===== src/common/stf_defines.svh =====
// Constants for the status transition filter bank
// Notes on behaviour
// - Operation rise sets settle bit B1 at start
// - Operation rise sets B5 entering trigger wait
// - Operation rise sets B6 entering arm wait
// - Operation rise sets B10 entering idle
// - Trigger rise sets sequence-one B1 in trigger
// - Arm rise sets sequence-one B1 in arm
// - Sequence rise sets B1 layer one, B2 two
// - Enabled falling edge latches matching event bit
// - Operation fall sets settle bit B1 at end
// - Operation fall sets B5 leaving trigger layer
// - Operation fall sets B6 leaving arm layer
// - Operation fall sets B10 leaving idle
// - Rise mask one enables, zero disables
// - Fall mask one enables, zero disables
// - Operation masks use only B10, B6, B5, B1
// - Four separate fall masks, own write paths
// - Fall masks clear at power-up and preset
// - Query returns mask bits as binary value
// - Sequence masks use only B2 and B1
// - Enabled rising edge latches matching event bit
// - Trigger fall sets sequence-one leaving trigger
// - Arm fall sets sequence-one leaving arm
`ifndef STF_DEFINES_SVH
`define STF_DEFINES_SVH
`define STF_W            16
`define STF_NF           4
`define STF_OPER_VALID   16'h0462
`define STF_TRIG_VALID   16'h0002
`define STF_ARM_VALID    16'h0002
`define STF_SEQ_VALID    16'h0006
`define STF_RISE_RST     16'hFFFF
`define STF_FALL_RST     16'h0000
`define STF_EVT_RST      16'h0000
`define STF_B_SETTLE     1
`define STF_B_TRIG_LAYER 5
`define STF_B_ARM_LAYER  6
`define STF_B_IDLE       10
`define STF_B_SEQ_ONE    1
`define STF_B_LAYER_ONE  1
`define STF_B_LAYER_TWO  2
`endif


===== src/common/stf_pkg.sv =====
// Types for the status transition filter bank
package stf_pkg;
`include "stf_defines.svh"
   typedef enum logic [1:0] {STF_OPER, STF_TRIG, STF_ARM, STF_SEQ} stf_filt_t;
   typedef enum logic [2:0]
   {
      STF_OP_NONE, STF_OP_WRITE, STF_OP_QUERY, STF_OP_PRESET, STF_OP_CLS
   } stf_op_t;
   typedef struct packed
   {
      stf_op_t              op;
      stf_filt_t            filt;
      logic                 fall;
      logic [`STF_W-1:0]    data;
   } stf_cmd_t;
   typedef struct packed
   {
      logic                 valid;
      logic [`STF_W-1:0]    data;
   } stf_rsp_t;
   typedef logic [`STF_NF-1:0][`STF_W-1:0] stf_word4_t;
endpackage


===== src/logic/stf_filter.sv =====
// Four-way rising/falling transition filter with mask registers
`timescale 1ns/1ps
`include "stf_defines.svh"
module stf_filter
   import stf_pkg::*;
(
   input  wire logic       ref_clk,
   input  wire logic       rst_n,
   input  wire logic       ce,
   input  wire stf_cmd_t   cmd,
   input  wire stf_word4_t cond,
   input  wire stf_word4_t evt_clr,
   output stf_word4_t      evt,
   output stf_rsp_t        rsp
);

   // Writable bits per filter, index order oper, trig, arm, seq
   wire stf_word4_t valid_w;
   assign valid_w = {`STF_SEQ_VALID, `STF_ARM_VALID,
                     `STF_TRIG_VALID, `STF_OPER_VALID};

   stf_word4_t rise_r;
   stf_word4_t fall_r;
   stf_word4_t prev_r;
   stf_word4_t evt_r;
   stf_rsp_t   rsp_r;
   logic       primed_r;

   stf_word4_t rise_nxt;
   stf_word4_t fall_nxt;
   stf_word4_t set_w;
   stf_word4_t evt_nxt;
   stf_rsp_t   rsp_nxt;

   wire        is_write;
   wire        is_query;
   wire        is_preset;
   wire [`STF_W-1:0] q_mask;

   assign is_write  = (cmd.op == STF_OP_WRITE);
   assign is_query  = (cmd.op == STF_OP_QUERY);
   assign is_preset = (cmd.op == STF_OP_PRESET);

   // Clear-status command is accepted and touches nothing here
   assign q_mask = cmd.fall ? fall_r[cmd.filt] : rise_r[cmd.filt];

   assign rsp_nxt.valid = is_query;
   assign rsp_nxt.data  = is_query ? q_mask : rsp_r.data;

   genvar i;
   generate
      for (i = 0; i < `STF_NF; i++)
      begin : g_filt
         wire                  hit_w;
         wire [`STF_W-1:0]     rise_up_w;
         wire [`STF_W-1:0]     fall_dn_w;
         assign hit_w = is_write && (cmd.filt == stf_filt_t'(i));

         // Summed-weight value lands bit for bit; unused bits drop
         assign rise_nxt[i] = is_preset ? (`STF_RISE_RST & valid_w[i])
                            : (hit_w && !cmd.fall) ? (cmd.data & valid_w[i])
                            : rise_r[i];
         assign fall_nxt[i] = is_preset ? `STF_FALL_RST
                            : (hit_w && cmd.fall) ? (cmd.data & valid_w[i])
                            : fall_r[i];

         // Zero-to-one and one-to-zero changes of each condition bit
         assign rise_up_w = cond[i] & ~prev_r[i] & rise_r[i];
         assign fall_dn_w = ~cond[i] & prev_r[i] & fall_r[i];
         assign set_w[i]  = {`STF_W{primed_r}}
                          & (rise_up_w | fall_dn_w)
                          & valid_w[i];

         // New edges win over a clear in the same cycle
         assign evt_nxt[i] = (evt_r[i] & ~evt_clr[i]) | set_w[i];

         always_ff @(posedge ref_clk)
         begin
            if (!rst_n)
            begin
               rise_r[i] <= `STF_RISE_RST & valid_w[i];
               fall_r[i] <= `STF_FALL_RST;
               prev_r[i] <= `STF_EVT_RST;
               evt_r[i]  <= `STF_EVT_RST;
            end
            else if (ce)
            begin
               rise_r[i] <= rise_nxt[i];
               fall_r[i] <= fall_nxt[i];
               prev_r[i] <= cond[i];
               evt_r[i]  <= evt_nxt[i];
            end
         end
      end
   endgenerate

   // First sample only seeds the history, so no false edge at start
   always_ff @(posedge ref_clk)
   begin
      if (!rst_n)
      begin
         primed_r <= 1'b0;
         rsp_r    <= '0;
      end
      else if (ce)
      begin
         primed_r <= 1'b1;
         rsp_r    <= rsp_nxt;
      end
   end

   assign evt = evt_r;
   assign rsp = rsp_r;
endmodule // stf_filter


===== config.mk =====
export PLATFORM = sky130hd
export DESIGN_NAME = stf_filter
export DESIGN_NICKNAME = d
export VERILOG_FILES = /design/src/common/stf_pkg.sv /design/src/logic/stf_filter.sv
export VERILOG_INCLUDE_DIRS = /design/src /design/src/common
export SDC_FILE = /design/constraint.sdc
export NUM_CORES = 1
export LEC_CHECK = 0
export BUFFER_PORTS_ARGS = -buffer_cell sky130_fd_sc_hd__buf_2
export CAP_MARGIN = 20
export CELL_PAD_IN_SITES_DETAIL_PLACEMENT = 1
export CELL_PAD_IN_SITES_GLOBAL_PLACEMENT = 1
export CORE_ASPECT_RATIO = 0.5
export CORE_MARGIN = 3
export CORE_UTILIZATION = 31
export DETAILED_ROUTE_END_ITERATION = 10
export GPL_ROUTABILITY_DRIVEN = 0
export GPL_TIMING_DRIVEN = 0
export PLACE_DENSITY = 0.9
export SLEW_MARGIN = 30
export SYNTH_ARGS = -nofsm -noshare
export SYNTH_HDL_FRONTEND = slang
export SYNTH_SLANG_ARGS = --single-unit

===== constraint.sdc =====
create_clock -name ref_clk -period 2.89 [get_ports ref_clk]
set_input_delay 0.578 -clock ref_clk [delete_from_list [all_inputs] [get_ports ref_clk]]
set_output_delay 0.578 -clock ref_clk [all_outputs]
set_load 0.005 [all_outputs]

==> flow_summary_export.csv, run 1 <==
group,metric,value,unit
clock_tree,h-tree-depth,3,
global_routing,grt_max_degree,15,
clock_tree,post_cts_buffers,0,
floorplanning,start_util,32.5,%
setup_path,cp_max_fo,10,
timing,setup-violations-final,0,
yosys,ys_warn_count,0,
timing,finalCriticalPeriod,1450,ps
yosys,synth_cells,403,
place,portBuffers,154,
floorplanning,core.rowCount,27,
place,dpl_cell_area,4650,um^2
floorplanning,die_y,82.6,um
timing,hold_violations,0,
setup_path,cpPeakStageDelay,290,ps
cells_and_area,finalNetCount,731,
cells_and_area,syn2layout_area_growth,36.6,%
yosys,ys_ff_latch,95,
clock_tree,cts_repair_resize_count,0,
yosys,syn_avg_cell_area,9.04,um^2
global_routing,grt_overflow,0,
pwr,irDropWorstVdd,0.343,mV
clock_tree,cts_sinks,95,
setup_path,crit_buf_inv,2,
floorplanning,die-area,13200,um^2
place,place_hpwl,8840,um
timing,fin_crit_sh,50.0,%
setup_path,end_kind,"register",
global_routing,grt_pass1_vias,3544,
cells_and_area,num_antenna_cells,0,
clock_tree,cts_tree,"done",
clock_tree,clk_pin_slew_worst_paths,60,ps
worst_hold_path,hold_class,"in2reg",
clock_tree,cts-root-buf,"clkbuf_16",
global_routing,grt_pass1_wl,17700,um
route,drt_iter0_markers,121,
route,wire_per_inst,15.5,um
cells_and_area,final_util,44.4,%
clock_tree,cts_made_buffers,9,
route,drc_errors,0,
floorplanning,num_io_pins,234,
route,drt_wl_total,11500,um
setup_path,endpoint,"fall_r[1]",
clock_tree,clk_path_buf_depth,2,
setup_path,worstPathRequired,3110,ps
cells_and_area,drive_gt1_share,33.8,%
timing,finalMaxSlewViolations,0,
setup_path,r2r_slack,1670,ps
route,final_antenna_net_count,0,
global_routing,grt_usage,16.8,%
floorplanning,core,11200,um^2
route,vias,3445,
setup_path,rr_endpoint,"rsp[1]",
setup_path,crit_path_frequent_cell,"buf_2",
setup_path,cp_top_family,"simple AND/OR/NAND/NOR gates",
setup_path,cp.depth,6,
setup_path,crit_arrival,1670,ps
timing,setup_tns,0,ps
setup_path,critPathSlowestCell,"and2_1",
setup_path,path_cells,"buf_2 > buf_2 > nand3b_1 > and2_1 > mux2i_1 > nor2b_1",
pwr,power_density,574,nW/um^2
setup_path,start_kind,"input pin",
setup_path,r2r_cells,3,
cells_and_area,final_area,4970,um^2
yosys,syn_area,3640,um^2
clock_tree,ctsHoldBuffers,0,
worst_hold_path,holdCritStartpoint,"evt_clr[20]",
yosys,yosysSeqAreaShare,52.2,%
route,drt_first_pass_iters,4,
pwr,p_leak,0.00237,uW
setup_path,r2r_start,"rise_r[17]",
run,maxCapViolCount,0,
setup_path,cp-startpoint,"cmd[20]",
timing,clock.fmax,0.692,GHz
run_status,status,"complete, no violations",
setup_path,path_class,"in2reg",
clock_tree,clk_latency,330,ps
global_routing,antenna_found_initial,1,
timing,rsz0062_at_grt,"no",
route,drt-vias-per-instance,4.64,
floorplanning,chipWidth,159,um
yosys,ys_types,33,
timing,fin_skew,6.12,ps
pwr,p_total,2860,uW
cells_and_area,n_fill_cell,1430,
## where the power goes
| group | internal [uW] | switching, uW |
|---|---|---|
| sequential | 1330 | 12.1 |
| clock | 805 | 483 |
| combinational | 107 | 123 |
## cell usage after synthesis (all sizes together)
cell type  count  area share, %
dfxtp         95             52
nand2         81            8.3
a21oi         62            8.5
nor2b         29            5.0
buf           27            4.6
mux2i         20            5.5
o21ai         15            2.1
clkbuf        10            1.0
a32oi          9            2.2
nor3           7            1.1
o21a           7            1.5
and3b          6            1.4
nand3b         5            1.0
nor2           5           0.52
and3           4           0.69
o22ai          4           0.69
nor3b          3           0.62
nor4           3           0.52
nand2b         2           0.34
a21boi         1           0.21
a31oi          1           0.17
and2           1           0.17
and2b          1           0.21
conb           1           0.10
inv            1           0.10
mux4           1           0.72
nand3          1           0.14
nand4bb        1           0.31
## sequential cells by signal, summed over array words and instances (netlist names)
name / flops
evt: 64
fall_r: 8
prev_r: 8
primed_r: 1
rise_r: 8
rsp: 6
## final cells by class
cell class	count	area (um^2)	area share [%]
Clock inverter	3	65.1	1.31
Buffer	37	206	4.15
Tap cell	159	199	4.00
Inverter	1	3.75	0.0755
Multi-Input combinational cell	280	1570	31.5
Timing Repair Buffer	154	771	15.5
Sequential cell	95	1900	38.2
Clock buffer	13	260	5.23
## layer usage
metal	wire length, um	up-vias	global-route usage, %
met2	6080	80	33.3
met4	236	2	5.94
met1	4760	1638	18.0
met3	402	22	4.19
li1	-	1703	-
met5	13	-	0
## worst reg2reg max path, delay by kind of cell, from the launching register on
family / cells / cell delay, ps
muxes: 1 / 510
DFF: 1 / 330
and+or+nand+nor: 2 / 270
## per-stage QoR
stage,std cells,setup slack (ps),hold WS [ps]
global route,742,1300,394
floorplan,413,1400,428
global placement,726,1160,415
detailed placement,726,1100,421
finish,742,1440,410
CTS,742,1450,398
## kinds of logic (layout without fill, tap and decap cells)
family          count (synthesis)  in the layout  share of synthesized area, %
flops                          95             95                          52.2
mux                            21             21                          6.22
other cells                     1             11                         0.103
buf+inv                        38            208                          5.77
compound gates                 99             99                          15.3
simple gates                  149            149                          20.4
## how the worst min path moves through the flow
stage	to	slack (ps)	depth (start not counted)
global placement	evt[38]	420	2
floorplan	evt[0]	430	2
global route	evt[45]	390	2
CTS	evt[61]	400	2
finish	evt[20]	410	2
detailed placement	evt[58]	420	2
## cells in the final DEF, fill, tap and decap left out, drive strengths merged, types with 2 or more instances in the layout
cell / synthesis / layout
nor4: 3 / 3
nor2: 5 / 5
o21a: 7 / 7
and3b: 6 / 6
nand2b: 2 / 2
o22ai: 4 / 4
nor3b: 3 / 3
a32oi: 9 / 9
o21ai: 15 / 15
buf: 27 / 181
a21oi: 62 / 62
mux2i: 20 / 20
clkbuf: 10 / 23
conb: 1 / 11
nand2: 81 / 81
bufinv: 0 / 2
nor3: 7 / 7
and3: 4 / 4
nand3b: 5 / 5
nor2b: 29 / 29
dfxtp: 95 / 95
Power figures use the tool's default switching activity.
==> run 2, diff against run 1 <==
- ABC_AREA: unset -> 1
- CORE_UTILIZATION: 31 -> 25
- PLACE_DENSITY: 0.9 -> 0.8
- clock period: 2.89 -> 1.16 ns (I/O delays scaled with it)
==> flow_summary_export.csv, run 2 <==
group,metric,value,unit
floorplanning,num_io_pins,234,
pwr,p_leak,0.00250,uW
global_routing,grt_max_degree,16,
yosys,yosys.area_share.simple,24.6,%
floorplanning,die_y,91.6,um
floorplanning,core,13900,um^2
yosys,synth_top_family_by_area,"simple AND/OR/NAND/NOR gates",
yosys,synthXorXnorAreaFrac,0,%
yosys,synth_most_common_cell,"nand2_1",
yosys,ys_ff_latch,95,
yosys,synth_cells,483,
route,drt-vias-per-instance,4.44,
setup_path,cpPeakStageDelay,330,ps
setup_path,worstPathRequired,930,ps
route,drt_iter0_markers,92,
yosys,synth_common_cells,"141 x nand2_1, 95 x dfxtp_1, 89 x a21oi_1",
clock_tree,cts_sinks,95,
yosys,netlist.area_leader.share,51.9,%
setup_path,end_kind,"output port",
yosys,async_flop_share,0,%
clock_tree,clk_pin_slew_worst_paths,70,ps
setup_path,path_class,"reg2out",
yosys,ys.flop_type,"dfxtp_1",
yosys,synth_edf_count,0,
yosys,ys_warn_count,0,
cells_and_area,finalNetCount,810,
place,portBuffers,153,
yosys,yosys.area.top_type,"dfxtp_1",
setup_path,crit_arrival,820,ps
timing,clock.fmax,0.954,GHz
cells_and_area,multi_input_area,1500,um^2
timing,hold_violations,0,
cells_and_area,layout_common_cells,"167 x buf_2, 141 x nand2_1, 95 x dfxtp_1, 89 x a21oi_1, 38 x nand3_1",
yosys,syn_area,3670,um^2
setup_path,start_kind,"register",
clock_tree,clk_latency,340,ps
global_routing,grt_pass1_vias,3873,
timing,fin_crit_sh,90.4,%
cells_and_area,drive_gt1_share,30.7,%
global_routing,grt_pass1_wl,19300,um
setup_path,path_cells,"buf_2",
yosys,syn_avg_cell_area,7.59,um^2
clock_tree,clk_path_buf_depth,2,
route,vias,3789,
route,drt_first_pass_iters,4,
timing,setup-violations-final,0,
cells_and_area,seq_area,1900,um^2
global_routing,grt_overflow,0,
pwr,power_density,1430,nW/um^2
timing,rsz0062_at_grt,"no",
setup_path,cp_top_family,"flip-flops",
yosys,ys_types,21,
route,wire_per_inst,14.7,um
timing,finalMaxSlewViolations,0,
timing,setup_tns,0,ps
clock_tree,cts_tree,"done",
run,maxCapViolCount,0,
cells_and_area,num_antenna_cells,0,
yosys,synth_compound_area_share,15.2,%
cells_and_area,n_fill_cell,1787,
global_routing,antenna_found_initial,0,
worst_hold_path,hold_class,"in2reg",
timing,slew_headroom,59.9,%
route,drt_wl_total,12500,um
setup_path,crit_buf_inv,1,
cells_and_area,largest_reg_flops,64,
cells_and_area,syn2layout_area_growth,37.1,%
route,drc_errors,0,
run_status,status,"complete, no violations",
route,final_antenna_net_count,0,
yosys,synthMuxAreaShare,0,%
floorplanning,die-area,16200,um^2
timing,fin_skew,5.37,ps
floorplanning,chipWidth,177,um
clock_tree,cts-root-buf,"clkbuf_16",
yosys,yosysSeqAreaShare,51.9,%
place,dpl_cell_area,4710,um^2
setup_path,r2r_slack,160,ps
floorplanning,start_util,26.3,%
pwr,irDropWorstVdd,0.750,mV
yosys,synth.area.top_cells,"dfxtp_1 52%, nand2_1 14%, a21oi_1 12%, nand3_1 5.2%, inv_1 2.9%",
clock_tree,cts_made_buffers,9,
cells_and_area,layout_commonest_cell,"buf_2",
setup_path,cp_max_fo,2,
timing,finalCriticalPeriod,1050,ps
timing,tightest_slew,602,ps
floorplanning,core.rowCount,30,
clock_tree,h-tree-depth,3,
cells_and_area,final_area,5030,um^2
global_routing,grt_usage,15.0,%
yosys,synth_fa_ha_area_share,0,%
place,place_hpwl,9540,um
setup_path,critPathSlowestCell,"dfxtp_1",
[run 2: report_power, final]
group | total (uW) | leakage [uW] | switching (uW) | internal (uW)
clock | 3200 | 0.000142 | 1300 | 1890
combinational | 626 | 0.00159 | 382 | 244
sequential | 3360 | 0.000770 | 39.2 | 3320
[run 2: cell families (layout without fill, tap and decap cells)]
group	after synthesis	count (layout)
AND/OR/NAND/NOR	212	212
flip-flops	95	95
other	1	11
AO/OA/AOI/OAI	111	111
buffers and inverters	64	233
[run 2: metal layers]
| layer | vias to the layer above | track usage, % | wire (um) |
|---|---|---|---|
| li1 | 1896 | - | - |
| met1 | 1805 | 17.0 | 5360 |
| met2 | 76 | 28.1 | 6440 |
| met3 | 12 | 3.23 | 539 |
| met4 | 0 | 4.70 | 189 |
| met5 | - | 0 | 0 |
[run 2: final timing paths]
check	cells after the start	endpoint	startpoint
setup / recovery	1	evt[20]	evt[20]
hold reg to reg	2	evt[2]	evt[2]
setup reg to reg	6	rsp[1]	rise_r[49]
hold / removal	2	evt[62]	evt_clr[62]
[run 2: layout make-up]
type / instances / area share [%]
Tap cell: 192 / 4.78
Multi-Input combinational cell: 334 / 29.9
Buffer: 36 / 3.91
Inverter: 28 / 2.09
Sequential cell: 95 / 37.8
Clock buffer: 11 / 4.63
Timing Repair Buffer: 153 / 15.2
Clock inverter: 5 / 1.64
[run 2: metrics by stage]
stage                     std cells  total power, uW  setup slack (ps)  hold slack (ps)  util (%)
after floorplan                 493             3750              96.2              323         -
after global placement          838             4040              -229              406      33.8
after detailed placement        838             4060              -257              411      33.8
after CTS                       854             7270               102             41.8      36.1
after global routing            854             7500              14.7             40.9      36.1
final                           854             7180               111             53.0      36.1
[run 2: timing repair]
action                                  4_1_cts  5_1_grt
gates resized for setup                       0        2
setup buffers                                 0        0
endpoints found under the setup margin        0        4
hold buffers                                  0        0
==> run 3, diff against run 2 <==
- ABC_AREA: 1 -> unset
- CORE_MARGIN: 3 -> 4
- CORE_UTILIZATION: 25 -> 26
- PLACE_DENSITY: 0.8 -> 0.81
==> flow_summary_export.csv, run 3 (same netlist as run 1, synthesis figures left out) <==
group,metric,value,unit
place,dpl_cell_area,4690,um^2
timing,setup_slack,5.83,ps
run_status,status,"complete, no violations",
cells_and_area,syn2layout_area_growth,37.3,%
timing,rsz0062_at_grt,"no",
global_routing,grt_overflow,0,
setup_path,end_kind,"register",
floorplanning,die_y,91.7,um
global_routing,antenna_found_initial,1,
route,final_antenna_net_count,0,
cells_and_area,layout_common_cells,"169 x buf_2, 93 x dfxtp_1, 81 x nand2_1, 62 x a21oi_1, 29 x nor2b_1",
global_routing,grt_max_degree,15,
setup_path,crit_arrival,1380,ps
floorplanning,die-area,16100,um^2
global_routing,grt_pass1_wl,18400,um
cells_and_area,final_area,5000,um^2
timing,finalMaxSlewViolations,0,
place,pre_cts_ws,-303,ps
cells_and_area,layout_commonest_cell,"buf_2",
cells_and_area,drive_gt1_share,34.9,%
timing,hold_violations,0,
route,drt_first_pass_iters,4,
route,drt_wl_total,11700,um
pwr,power_density,1380,nW/um^2
global_routing,grt_usage,14.3,%
setup_path,worstPathRequired,1390,ps
clock_tree,post_cts_buffers,0,
clock_tree,cts_sinks,95,
floorplanning,num_io_pins,234,
clock_tree,ctsHoldBuffers,0,
floorplanning,core.rowCount,30,
route,drc_errors,0,
timing,fin_crit_sh,99.5,%
cells_and_area,num_antenna_cells,0,
setup_path,start_kind,"register",
timing,finalCriticalPeriod,1150,ps
clock_tree,h-tree-depth,3,
cells_and_area,finalNetCount,731,
clock_tree,cts_made_buffers,9,
pwr,irDropWorstVdd,0.640,mV
global_routing,grt_pass1_vias,3603,
route,drt_iter0_markers,82,
timing,fin_skew,7.00,ps
floorplanning,start_util,26.7,%
timing,setup_tns,0,ps
route,vias,3439,
clock_tree,clk_pin_slew_worst_paths,70,ps
timing,setup-violations-final,0,
run,maxCapViolCount,0,
place,place_hpwl,9170,um
cells_and_area,n_fill_cell,1675,
clock_tree,clk_path_buf_depth,2,
pwr,p_leak,0.00236,uW
clock_tree,cts_tree,"done",
route,drt-vias-per-instance,4.45,
route,wire_per_inst,15.2,um
clock_tree,clk_latency,340,ps
setup_path,cp_max_fo,3,
floorplanning,core,13600,um^2
cells_and_area,largest_reg_flops,64,
clock_tree,cts-root-buf,"clkbuf_16",
setup_path,path_class,"reg2reg",
floorplanning,chipWidth,175,um
worst_hold_path,hold_class,"in2reg",
timing,clock.fmax,0.866,GHz
place,portBuffers,154,
## run 3: cell types whose count changed in the layout (fill, tap and decap cells not counted), sizes merged, moves of 7 or more
cell | before | now
a21oi | 89 | 62
a32oi | 0 | 9
inv | 28 | 1
mux2i | 0 | 20
nand2 | 144 | 81
nand3 | 41 | 1
nor2 | 25 | 5
nor2b | 0 | 29
o21a | 0 | 7
## run 3: repair_timing
item / in CTS / in global routing
setup endpoints to repair: 1 / 3
pin swaps: 0 / 0
resized for setup: 2 / 4
## run 3: power by group
part / switching (uW) / internal, uW / total (uW)
sequential: 31.3 / 3310 / 3340
combinational: 306 / 267 / 573
clock: 1230 / 1770 / 3000
## run 3: cell type report
cell class / count / area (um^2) / area share [%]
sequential: 95 / 1900 / 38.1
multi-input combinational: 280 / 1580 / 31.6
timing repair buffer: 154 / 771 / 15.4
clock buffer: 11 / 253 / 5.05
tap: 192 / 240 / 4.80
buffer: 37 / 206 / 4.13
clock inverter: 3 / 43.8 / 0.876
inverter: 1 / 3.75 / 0.0751
## run 3: final timing paths
kind | from | to | slack [ps] | cells after the start
hold / removal | evt_clr[39] | evt[39] | 60 | 2
setup / recovery | rise_r[49] | rsp[1] | 6 | 3
hold reg to reg | evt[18] | evt[18] | 430 | 2
setup reg to reg | rise_r[49] | rsp[1] | 6 | 3
## run 3: worst max-delay path: stages (launching register included)
cell	delay, ps
dfxtp_2	340
mux4_2	500
nor3_2	150
nor3_2	60
## run 3: per-stage QoR
step | cells | utilization [%] | hold WS [ps] | total power (uW)
4_1_cts | 773 | 36.6 | 43.9 | 7010
6_report | 773 | 36.7 | 58.9 | 6910
3_5_place_dp | 759 | 34.4 | 411 | 3980
2_1_floorplan | 413 | - | 323 | 3710
3_3_place_gp | 759 | 34.4 | 406 | 3960
5_1_grt | 773 | 36.7 | 45.0 | 7220
## run 3: per-layer routing
layer / share of wire, % / wire (um) / GRT usage, %
met4: 1.9 / 224 / 4.31
met5: 0.14 / 17 / 0
met3: 3.9 / 461 / 4.20
met2: 52 / 6150 / 26.3
met1: 42 / 4880 / 16.1
